===== src/hdl/isrs_pkg.sv =====
// isrs_pkg: shared constants and types of the integrator reset steering pair
// assumes a single 40 MHz clock on both ends
package isrs_pkg;
  // ==========================================================
  // timing
  localparam int CLK_PERIOD_NS = 25;
  // watchdog_limit_time, lowest detect time, rounded down
  localparam int WD_LIMIT_NS = 30000;
  localparam int WD_CYCLES = WD_LIMIT_NS / CLK_PERIOD_NS;
  // least integrator reset hold time, rounded up
  localparam int HOLD_NS = 150;
  localparam int HOLD_CYCLES = (HOLD_NS + CLK_PERIOD_NS - 1) / CLK_PERIOD_NS;
  // programmed timed reset pulse, rounded up
  localparam int PULSE_NS = 1000;
  localparam int PULSE_CYCLES = (PULSE_NS + CLK_PERIOD_NS - 1) / CLK_PERIOD_NS;
  // power-up calibration during which inputs are ignored
  localparam int CAL_NS = 20000;
  localparam int CAL_CYCLES = (CAL_NS + CLK_PERIOD_NS - 1) / CLK_PERIOD_NS;
  localparam int CNT_W = 16;
  // ==========================================================
  // data
  localparam int SAMPLE_W = 8;
  localparam logic [SAMPLE_W-1:0] MIN_LEVEL = 8'h00;
  typedef enum logic [2:0] {
    ISRS_SINGLE = 3'b001,
    ISRS_PP2 = 3'b010,
    ISRS_PP4 = 3'b100
  } isrs_mode_e;
  // ==========================================================
  // controller register port
  localparam int ADDR_W = 8;
  localparam int DATA_W = 16;
  localparam logic [ADDR_W-1:0] REG_CTRL = 8'h00;
  localparam logic [ADDR_W-1:0] REG_RST_LEN = 8'h04;
  localparam logic [ADDR_W-1:0] REG_MEAS_LEN = 8'h08;
  localparam logic [ADDR_W-1:0] REG_STATUS = 8'h0c;
  localparam logic [ADDR_W-1:0] REG_MASK = 8'h10;
  localparam logic [ADDR_W-1:0] REG_LIVE = 8'h14;
  localparam int CTRL_RUN_BIT = 0;
  localparam int CTRL_MODE_LSB = 1;
  localparam logic [1:0] MODE_CODE_SINGLE = 2'h0;
  localparam logic [1:0] MODE_CODE_PP2 = 2'h1;
  localparam logic [1:0] MODE_CODE_PP4 = 2'h2;
  localparam int STAT_FAULT_BIT = 0;
  localparam int STAT_RECOVER_BIT = 1;
  localparam int STAT_W = 2;
  localparam logic [DATA_W-1:0] CTRL_RESET = 16'h0000;
  localparam logic [DATA_W-1:0] RST_LEN_RESET = 16'h0010;
  localparam logic [DATA_W-1:0] MEAS_LEN_RESET = 16'h0100;
  localparam logic [STAT_W-1:0] MASK_RESET = 2'h0;
endpackage : isrs_pkg


===== src/hdl/isrs_link.sv =====
// isrs_link: gate timing pins from controller to sensor, fault back
// assumes both ends share mclk; the sensor still synchronises its inputs
`timescale 1ns/100ps
interface isrs_link;
  logic gate_timing_in_a;
  logic gate_timing_in_b;
  logic gate_timing_in_c;
  logic gate_timing_in_d;
  logic mode_sel;
  logic fault_n;
  modport sensor (
    input gate_timing_in_a, gate_timing_in_b, gate_timing_in_c,
    input gate_timing_in_d, mode_sel,
    output fault_n
  );
  modport ctrl (
    output gate_timing_in_a, gate_timing_in_b, gate_timing_in_c,
    output gate_timing_in_d, mode_sel,
    input fault_n
  );
endinterface : isrs_link


===== src/hdl/isrs_sync.sv =====
// isrs_sync: two-flop synchroniser for a group of level inputs
// assumes levels change slowly compared with mclk
`timescale 1ns/100ps
module isrs_sync #(
  parameter int WIDTH = 1
) (
  // clocking
  input wire logic mclk,
  input wire logic rst,
  input wire logic ce,
  // levels
  input wire logic [WIDTH-1:0] async_in,
  output logic [WIDTH-1:0] sync_out
);
  logic [WIDTH-1:0] meta_q;
  // first stage feeds only the second stage
  always_ff @(posedge mclk) begin
    if (rst) begin
      meta_q <= '0;
      sync_out <= '0;
    end else if (ce) begin
      meta_q <= async_in;
      sync_out <= meta_q;
    end
  end
endmodule : isrs_sync


===== src/hdl/isrs_sensor.sv =====
// isrs_sensor: sensor end; reset logic, timer, steering, watchdog
// assumes gate timing arrives from another party on isrs_link
// Overview of operation
// fault_n low when measurement outlasts watchdog
// dual variant three modes, single variant one
// single mode always uses first channel
// ping-pong alternates channels per measurement
// controller keeps input c low in 2-wire
// 2-wire: a high first, b high second
// 4-wire: a&~b second, c&~d first channel
// full bridge should prefer 4-wire mode
// mode from mode_sel and input d levels
// single variant reset is a xor b
// three reset functions, one per mode
// reset completes before each measurement
// controller timing meets hold and watchdog; code caps measurement only, reset length unchecked against hold
// timer tied: reset follows logic exactly
// timer on: retriggerable pulse on rise
// logic falling ends timed reset at once
// timeout holds outputs minimum, next reset clears
// inputs synchronised, times are cycle counts
// unselected channel held at minimum
`timescale 1ns/100ps
module isrs_sensor #(
  parameter bit DUAL_OUT = 1'b1
) (
  // clocking
  input wire logic mclk,
  input wire logic rst,
  input wire logic ce,
  // gate timing pins and fault alert
  isrs_link.sensor link,
  // board strap and measured current
  input wire logic timer_tied,
  input wire logic [isrs_pkg::SAMPLE_W-1:0] meas_sample,
  // outputs
  output logic [isrs_pkg::SAMPLE_W-1:0] sense_wave_a,
  output logic [isrs_pkg::SAMPLE_W-1:0] sense_wave_b,
  output logic integ_reset
);
  import isrs_pkg::*;

  typedef enum logic [4:0] {
    ST_CAL = 5'b00001,
    ST_WAIT = 5'b00010,
    ST_RST = 5'b00100,
    ST_MEAS = 5'b01000,
    ST_FAULT = 5'b10000
  } isrs_state_e;

  localparam logic [CNT_W-1:0] CAL_LAST = CNT_W'(CAL_CYCLES - 1);
  localparam logic [CNT_W-1:0] WD_LAST = CNT_W'(WD_CYCLES - 1);
  localparam logic [CNT_W-1:0] PULSE_LOAD = CNT_W'(PULSE_CYCLES - 1);
  localparam logic [CNT_W-1:0] HOLD_MIN = CNT_W'(HOLD_CYCLES);

  // ==========================================================
  // input synchronisation
  logic [4:0] pins_sync;
  logic in_a, in_b, in_c, in_d, in_mode;

  isrs_sync #(.WIDTH(5)) u_sync (
    .mclk(mclk),
    .rst(rst),
    .ce(ce),
    .async_in({link.mode_sel, link.gate_timing_in_d,
      link.gate_timing_in_c, link.gate_timing_in_b,
      link.gate_timing_in_a}),
    .sync_out(pins_sync)
  );
  assign {in_mode, in_d, in_c, in_b, in_a} = pins_sync;

  // ==========================================================
  // mode decode and reset logic functions
  isrs_mode_e mode;
  logic rlog;

  // mode follows static pin levels; single variant ignores them
  always_comb begin
    if (!DUAL_OUT) begin
      mode = ISRS_SINGLE;
    end else if (!in_mode) begin
      mode = ISRS_PP4;
    end else if (in_d) begin
      mode = ISRS_PP2;
    end else begin
      mode = ISRS_SINGLE;
    end
  end

  // one expression per mode, only the selected mode's expression can start a reset
  always_comb begin
    rlog = 1'b0;
    if (!DUAL_OUT) begin
      rlog = in_a ^ in_b;
    end else begin
      unique case (mode)
        ISRS_SINGLE: rlog = in_a ^ (in_b | in_c);
        ISRS_PP2: rlog = ~(in_a ^ (in_b | in_c));
        ISRS_PP4: rlog = (in_a & in_b) | (in_c & in_d);
        default: rlog = 1'b0;
      endcase
    end
  end

  // ==========================================================
  // state register and counters
  isrs_state_e state_q, state_d;
  logic [CNT_W-1:0] cal_cnt_q;
  logic [CNT_W-1:0] wd_cnt_q;
  logic [CNT_W-1:0] pulse_cnt_q;
  logic [CNT_W-1:0] rst_len_q;
  logic rlog_q;
  logic rlog_rise;
  logic live_rlog;
  logic hold_ok_q;
  logic chan_b_q;
  logic chan_b_d;
  logic fault_q;

  // inputs are ignored until calibration is over
  assign live_rlog = rlog & (state_q != ST_CAL);
  assign rlog_rise = live_rlog & ~rlog_q;

  // ==========================================================
  // integrator reset: follower or retriggerable timer
  always_ff @(posedge mclk) begin
    if (rst) begin
      rlog_q <= 1'b0;
      pulse_cnt_q <= '0;
    end else if (ce) begin
      rlog_q <= live_rlog;
      if (!live_rlog) begin
        pulse_cnt_q <= '0;
      end else if (rlog_rise) begin
        pulse_cnt_q <= PULSE_LOAD;
      end else if (pulse_cnt_q != '0) begin
        pulse_cnt_q <= pulse_cnt_q - 1'b1;
      end
    end
  end

  // a timed pulse never outlives the logic that started it
  always_comb begin
    if (timer_tied) begin
      integ_reset = live_rlog;
    end else begin
      integ_reset = live_rlog & (rlog_rise | (pulse_cnt_q != '0));
    end
  end

  // ==========================================================
  // sequence: calibrate, wait, reset, measure, fault
  always_comb begin
    state_d = state_q;
    unique case (state_q)
      ST_CAL: if (cal_cnt_q == CAL_LAST) state_d = ST_WAIT;
      ST_WAIT: if (integ_reset) state_d = ST_RST;
      ST_RST: if (!integ_reset) state_d = ST_MEAS;
      ST_MEAS: begin
        if (integ_reset) begin
          state_d = ST_RST;
        end else if (wd_cnt_q == WD_LAST) begin
          state_d = ST_FAULT;
        end
      end
      ST_FAULT: if (integ_reset) state_d = ST_RST;
      default: state_d = ST_CAL;
    endcase
  end

  always_ff @(posedge mclk) begin
    if (rst) begin
      state_q <= ST_CAL;
    end else if (ce) begin
      state_q <= state_d;
    end
  end

  // calibration and watchdog counters
  always_ff @(posedge mclk) begin
    if (rst) begin
      cal_cnt_q <= '0;
      wd_cnt_q <= '0;
    end else if (ce) begin
      if (state_q == ST_CAL) begin
        cal_cnt_q <= cal_cnt_q + 1'b1;
      end
      if (state_q == ST_MEAS && !integ_reset) begin
        wd_cnt_q <= wd_cnt_q + 1'b1;
      end else begin
        wd_cnt_q <= '0;
      end
    end
  end

  // a reset shorter than the hold time leaves the integrator dirty
  always_ff @(posedge mclk) begin
    if (rst) begin
      rst_len_q <= '0;
      hold_ok_q <= 1'b0;
    end else if (ce) begin
      if (state_q == ST_RST) begin
        if (rst_len_q != HOLD_MIN) begin
          rst_len_q <= rst_len_q + 1'b1;
        end
        hold_ok_q <= (rst_len_q == HOLD_MIN);
      end else begin
        rst_len_q <= '0;
      end
    end
  end

  // ==========================================================
  // channel steering; the output stage reads the next value so the
  // first sample of a measurement already lands on the right channel
  always_comb begin
    chan_b_d = chan_b_q;
    unique case (mode)
      ISRS_SINGLE: chan_b_d = 1'b0;
      ISRS_PP2: begin
        if (in_a) begin
          chan_b_d = 1'b0;
        end else if (in_b) begin
          chan_b_d = 1'b1;
        end
      end
      ISRS_PP4: begin
        if (in_a && !in_b) begin
          chan_b_d = 1'b1;
        end else if (in_c && !in_d) begin
          chan_b_d = 1'b0;
        end
      end
      default: chan_b_d = 1'b0;
    endcase
  end

  // latched so a channel holds through the reset that follows
  always_ff @(posedge mclk) begin
    if (rst) begin
      chan_b_q <= 1'b0;
    end else if (ce && state_q != ST_CAL) begin
      chan_b_q <= chan_b_d;
    end
  end

  // ==========================================================
  // outputs: measured sample on the chosen channel, else minimum
  always_ff @(posedge mclk) begin
    if (rst) begin
      sense_wave_a <= MIN_LEVEL;
      sense_wave_b <= MIN_LEVEL;
      fault_q <= 1'b0;
    end else if (ce) begin
      fault_q <= (state_d == ST_FAULT);
      sense_wave_a <= MIN_LEVEL;
      sense_wave_b <= MIN_LEVEL;
      if (state_d == ST_MEAS && hold_ok_q) begin
        if (chan_b_d) begin
          sense_wave_b <= meas_sample;
        end else begin
          sense_wave_a <= meas_sample;
        end
      end
    end
  end

  assign link.fault_n = ~fault_q;
endmodule : isrs_sensor


===== src/flat_wrapper.sv =====
// flat-port wrapper written by rule: the top's interface ports become plain ports
module isrs_sensor_flat import isrs_pkg::*;
#(
  parameter bit DUAL_OUT = 1'b1
)
  (mclk, rst, ce, timer_tied, meas_sample, sense_wave_a, sense_wave_b, integ_reset, link_gate_timing_in_a, link_gate_timing_in_b, link_gate_timing_in_c, link_gate_timing_in_d, link_mode_sel, link_fault_n);
  isrs_link link_i ();
  input wire logic mclk;
  input wire logic rst;
  input wire logic ce;
  input wire logic timer_tied;
  input wire logic [isrs_pkg::SAMPLE_W-1:0] meas_sample;
  output logic [isrs_pkg::SAMPLE_W-1:0] sense_wave_a;
  output logic [isrs_pkg::SAMPLE_W-1:0] sense_wave_b;
  output logic integ_reset;
  input wire logic [$bits(link_i.gate_timing_in_a)-1:0] link_gate_timing_in_a;
  input wire logic [$bits(link_i.gate_timing_in_b)-1:0] link_gate_timing_in_b;
  input wire logic [$bits(link_i.gate_timing_in_c)-1:0] link_gate_timing_in_c;
  input wire logic [$bits(link_i.gate_timing_in_d)-1:0] link_gate_timing_in_d;
  input wire logic [$bits(link_i.mode_sel)-1:0] link_mode_sel;
  output wire logic [$bits(link_i.fault_n)-1:0] link_fault_n;
  assign link_i.gate_timing_in_a = link_gate_timing_in_a;
  assign link_i.gate_timing_in_b = link_gate_timing_in_b;
  assign link_i.gate_timing_in_c = link_gate_timing_in_c;
  assign link_i.gate_timing_in_d = link_gate_timing_in_d;
  assign link_i.mode_sel = link_mode_sel;
  assign link_fault_n = link_i.fault_n;
  isrs_sensor #(.DUAL_OUT(DUAL_OUT)) u_core (.mclk(mclk), .rst(rst), .ce(ce), .link(link_i), .timer_tied(timer_tied), .meas_sample(meas_sample), .sense_wave_a(sense_wave_a), .sense_wave_b(sense_wave_b), .integ_reset(integ_reset));
endmodule

===== config.mk =====
export PLATFORM = sky130hd
export DESIGN_NAME = isrs_sensor_flat
export DESIGN_NICKNAME = d
export VERILOG_FILES = /design/src/hdl/isrs_pkg.sv /design/src/hdl/isrs_link.sv /design/src/hdl/isrs_sync.sv /design/src/hdl/isrs_sensor.sv /design/src/flat_wrapper.sv
export SDC_FILE = /design/constraint.sdc
export NUM_CORES = 1
export LEC_CHECK = 0
export ABC_CLOCK_PERIOD_IN_PS = 2700
export BUFFER_PORTS_ARGS = -buffer_cell sky130_fd_sc_hd__buf_2
export CAP_MARGIN = 20
export CORE_UTILIZATION = 45
export DETAILED_ROUTE_END_ITERATION = 6
export SLEW_MARGIN = 20
export SYNTH_ARGS = -nofsm -noshare
export SYNTH_HDL_FRONTEND = slang
export SYNTH_HIERARCHICAL = 1
export SYNTH_SLANG_ARGS = --single-unit

===== constraint.sdc =====
create_clock -name mclk -period 2.7 [get_ports mclk]
set_input_delay 0.54 -clock mclk [delete_from_list [all_inputs] [get_ports mclk]]
set_output_delay 0.54 -clock mclk [all_outputs]
set_load 0.1 [all_outputs]

# Word level (Yosys, flattened, before mapping)
# Cells that the tools add are included.
# word_totals
regBits	99
output_inout_bits	18
# classes
add_sub_neg	4
n_eq_ne	17
muxes	25
n_bitwise	12
n_reduce_logical	14
# op_table
cell	n
$mux 16	6
$add 16x1->16 const B	3
$mux 8	4
$mux 5	5
$pmux 5 s4	1
$eq 16x10->1 const B	1
$eq 16x11->1 const B	1
$eq 16x3->1 const B	1
$ne 16x3->1 const B	1
$reduce_bool 16->1	1
$sub 16x1->16 const B	1
$eq 5x4->1 const B	2
$eq 5x5->1 const B	2
$reduce_and 2->1	4
$and 1x1->1	5
$eq 5x1->1 const B	1
$eq 5x2->1 const B	1
$eq 5x3->1 const B	1
$logic_and 1x1->1	5
$mux 1	5
$ne 5x1->1 const B	1
$eq 3x1->1 const B	1
$eq 3x2->1 const B	1
$eq 3x3->1 const B	1
other kinds (11)	17

# Longest topological paths before layout
# depth
ltp_word	14
depth_mapped	9

# Modules after synthesis
# Netlist, hierarchy kept.
# by_module_without_submodules
module	instances	cells_per_inst	area_each_um2
isrs_sensor	1	497	4191.5
isrs_sync	1	32	352.8

# Worst setup path before layout
# OpenSTA, ideal clock, no wires.
# synth_path
path_type	flip-flop to flip-flop
start	register u_core.pulse_cnt_q[11]
end	register u_core/sense_wave_b[0] (netlist name)
setup_ps	65
arrival_ps	2245
slack_ps	390
stages_incl_launch_ff	8
path_buffers	0
synth_period_minus_slack_ps	2310
cell_sequence	dfxtp_1 or4_4 nor4b_4 nand2_1 o21ai_4 inv_2 nor3b_4 a32o_1
# synth_via
elab_chain_len	9
# synth_lines
element	line	text
start, declared	isrs_sensor.sv:110	logic [CNT_W-1:0] pulse_cnt_q;
start signal, assigned	isrs_sensor.sv:137	pulse_cnt_q <= pulse_cnt_q - 1'b1;
$reduce_bool 16->1 (*)	isrs_sensor.sv:147	integ_reset = live_rlog & (rlog_rise | (pulse_cnt_q != '0));
$or 1x1->1 (*)	isrs_sensor.sv:147	
$and 1x1->1 (*)	isrs_sensor.sv:147	
$mux 1 (*)	isrs_sensor.sv:144	if (timer_tied) begin
via integ_reset	flat_wrapper.sv:15	output logic integ_reset;
$mux 5 (on tied branches)	--	
$pmux 5 s4 (*)	isrs_sensor.sv:155	unique case (state_q)
$eq 5x4->1 (*)	isrs_sensor.sv:258	if (state_d == ST_MEAS && hold_ok_q) begin
$logic_and 1x1->1 (*)	isrs_sensor.sv:258	
$mux 8 (*)	isrs_sensor.sv:258	
end signal, assigned	isrs_sensor.sv:260	sense_wave_b <= meas_sample;
end, declared	isrs_sensor.sv:38	output logic [isrs_pkg::SAMPLE_W-1:0] sense_wave_b,
# Mark *: on every way through the listed nets, which the timed path passes. The rest lies on a longest branch.
# A chain may end at the register's enable or synchronous reset.

# Worst setup path in the final report
# layout_path
start	register u_core.pulse_cnt_q[13]
end	output integ_reset
# layout_via
elab_chain_len	4
# layout_lines
element	line
$reduce_bool 16->1	isrs_sensor.sv:147
$or 1x1->1	isrs_sensor.sv:147
$and 1x1->1	isrs_sensor.sv:147
$mux 1	isrs_sensor.sv:144
end, declared	flat_wrapper.sv:15
# Every way passes these cells.

==> results.json <==
{
  "final_nets": 593,
  "drt_pass1_iterations": 4,
  "grt-ovfl-total": 0,
  "internal-power_w": 0.002165,
  "syn-num-nets": 551,
  "critPathArrivalTime_ns": 2.12,
  "design_area_sq_um": 5160,
  "avgRoutedWirePerCell_um": 12.82,
  "layout-drive-gt1-share_pct": 14.24,
  "combPwrFrac_pct": 8.4,
  "worstSetupEndpointType": "primary output",
  "drtIter0Drc": 121,
  "cts.htree.levels": 3,
  "ys_types": 56,
  "netlist_area_sq_um": 4544,
  "clk_path_buf_depth": 2,
  "cp.required_ns": 2.16,
  "tritoncts": "done",
  "clock_latency_ns": 0.36,
  "worst_path_max_delay_cell": "or4_4",
  "synth_seq_cells": 99,
  "synth_top_family_by_area": "simple AND/OR/NAND/NOR gates",
  "port_buffers": 34,
  "n_antenna_cell": 0,
  "ios": 35,
  "period_share_pct": 98.60,
  "fmax_mhz": 375.6,
  "final_util_pct": 52.79,
  "synth-edff-count": 0,
  "p_clk_share_pct": 37.8,
  "crit_fanout": 4,
  "power_density_nw_per_um2": 546.5,
  "cp_num_buf_inv": 2,
  "yosysWarnings": 6,
  "grt_pass1_vias": 3367,
  "synth_area_leader_cell": "dfxtp_1",
  "grt_setup_unrepaired": "yes",
  "worstSetupPathType": "reg -> out",
  "synthArstFlopShare_pct": 0,
  "path_delay_family": "simple AND/OR/NAND/NOR gates",
  "synthAdderAreaFrac_pct": 1.377,
  "drcViolationCount": 0,
  "crit_chain": "or4_4, nor4b_4, nand2_1, o21ai_4, inv_4, buf_12",
  "p_sw_w": 0.0006550,
  "synth-compound-area-share_pct": 13.22,
  "power_frac_seq_pct": 53.9,
  "ant_nets": 0,
  "status": "completed",
  "ir_worst_vdd_v": 0.0002258,
  "grt_usage_pct": 18.34,
  "coreArea_sq_um": 9774,
  "cts_buffers": 9,
  "slew_headroom_pct": 59.05,
  "grt_max_degree": 25,
  "r2r_setup_slack_ns": 0.24,
  "syn_to_final_growth_pct": 13.55,
  "ys_seq_area_share_pct": 43.61,
  "antenna_found_initial": 0,
  "total_power_w": 0.002820,
  "synth.area.mux_share_pct": 2.423,
  "synth_xor_xnor_area_share_pct": 9.444,
  "routed_wl_um": 9089,
  "yosys.area.top_type_share_pct": 43.61,
  "rows": 36,
  "final_hold_viol_count": 0,
  "clock-sinks": 99,
  "die-width_um": 102.5,
  "routed_via_density": 5.313,
  "place_area_sq_um": 4895,
  "drv_cap": 0,
  "hold_class": "in -> reg",
  "switching_share_pct": 23.23,
  "dpl.hpwl_um": 6539,
  "synth_flop_cell": "dfxtp_1",
  "crit_path_max_incr_delay_ns": 0.55,
  "cellLeakagePower_nw": 1.890,
  "place_congestion": 0.7747,
  "slew_violations": 0,
  "fillerInstances": 950,
  "syn_area_per_cell_sq_um": 8.590,
  "yosysMostFrequentCell": "dfxtp_1",
  "finalSetupViolCount": 0,
  "grt_pass1_wl_um": 15150,
  "hold_buffers": 0,
  "synth.top_cells.by_count": "dfxtp_1, nor2_1, nand2_1",
  "synth_cells": 529,
  "holdWs_ns": 0.4134,
  "path_clk_slew_ns": 0.09,
  "die-area_sq_um": 10500,
  "yosys.area_share.simple_pct": 26.27,
  "tightest_slew_ns": 0.6136,
  "vias": 3767,
  "die_y_um": 102.5,
  "critPathLaunchType": "register",
  "clock-root-buffer": "clkbuf_8",
  "start_util_pct": 46.49,
  "skew_ns": 0.008261,
  "yosys-top-cells-area": "dfxtp_1, nor2_1, xor2_1",
  "post-route-min-period_ns": 2.662
}
==> path summary, 6_finish.rpt <==
path	from	endpoint	depth (start not counted)
setup reg to reg	u_core/cal_cnt_q[0]	u_core/sense_wave_b[3]	7
hold reg to reg	u_core/sense_wave_a[0]	u_core/sense_wave_a[0]	2
setup / recovery	u_core/pulse_cnt_q[13]	integ_reset	6
hold / removal	link_gate_timing_in_d	u_core/u_sync/meta_q[3]	3
==> flip-flops by register name, indices dropped and copies added (netlist names) <==
name	flops
u_core/fault_q	1
u_core/rlog_q	1
u_core/state_q	5
u_core/rst_len_q	16
u_core/pulse_cnt_q	16
u_core/wd_cnt_q	16
u_core/u_sync/sync_out	5
u_core/sense_wave_b	8
u_core/sense_wave_a	8
u_core/cal_cnt_q	16
u_core/u_sync/meta_q	5
u_core/chan_b_q	1
u_core/hold_ok_q	1
==> power groups by stage <==
stage,clock [W],combinational [W],sequential (W)
global route,0.00116,0.000266,0.00152
floorplan,0,0.000169,0.00155
detailed placement,0,0.000237,0.00155
global placement,0,0.000234,0.00155
finish,0.00106,0.000237,0.00152
CTS,0.00110,0.000239,0.00152
==> layout make-up <==
| cell class | instances | area, sq um | area share [%] |
|---|---|---|---|
| clock buffer | 12 | 155.1 | 3.007 |
| clock inverter | 4 | 72.57 | 1.406 |
| inverter | 16 | 62.56 | 1.212 |
| multi-input combinational | 393 | 2396 | 46.44 |
| sequential | 99 | 1987 | 38.51 |
| tap | 133 | 166.4 | 3.225 |
| timing repair buffer | 52 | 320.3 | 6.208 |
==> placed cells by master, fill, tap and decap left out, drive strengths merged, types with 8 or more instances in the layout <==
cell / netlist / final
nor3: 13 / 13
nor2: 87 / 87
a21oi: 30 / 30
a32o: 9 / 9
inv: 16 / 16
and3: 8 / 8
o21ai: 31 / 31
nand3: 19 / 19
xor2: 31 / 31
mux2i: 11 / 11
or3: 9 / 9
buf: 7 / 52
xnor2: 18 / 18
dfxtp: 99 / 99
nand4: 13 / 13
nand2: 46 / 46
clkbuf: 14 / 12
==> worst register-to-register path: cells and delay by family, from the launching register on <==
family                     cells  cell delay, ns
and+or+nand+nor                4            1.32
DFF                            1            0.40
AOI/OAI and AO/OA              2            0.40
adders and majority gates      1            0.23
==> cells by family after synthesis <==
family                     after synthesis
DFF                                     99
muxes                                   11
AOI/OAI and AO/OA                       95
adders and majority gates                5
xor gates and xnor gates                49
and+or+nand+nor                        233
buffers and inverters                   37
==> per-stage QoR <==
stage	cells	worst slack [ns]	setup TNS, ns
2_1_floorplan	529	0.3900	0
3_3_place_gp	690	0.3462	0
3_5_place_dp	691	0.2575	0
4_1_cts	707	0.01881	0
5_1_grt	709	-0.07918	-0.07918
6_report	709	0.03771	0
==> routing by layer <==
| layer | GRT usage, % | share of wire, % | vias to the layer above | wire [um] |
|---|---|---|---|---|
| li1 | - | - | 1938 | - |
| met2 | 29.03 | 45 | 70 | 4064 |
| met3 | 3.051 | 4.0 | 11 | 363 |
| met4 | 8.791 | 1.8 | 0 | 168 |
| met1 | 24.35 | 49 | 1748 | 4493 |
| met5 | 0 | 0 | - | 0 |
==> timing repair <==
item | CTS | global route
pin swaps | 0 | 4
setup buffers | 0 | 2
gates cloned | 0 | 0
endpoints found under the setup margin | 1 | 1
endpoints found under the hold margin | 0 | 0
resized for setup | 2 | 6
(Power assumes the default switching activity.)
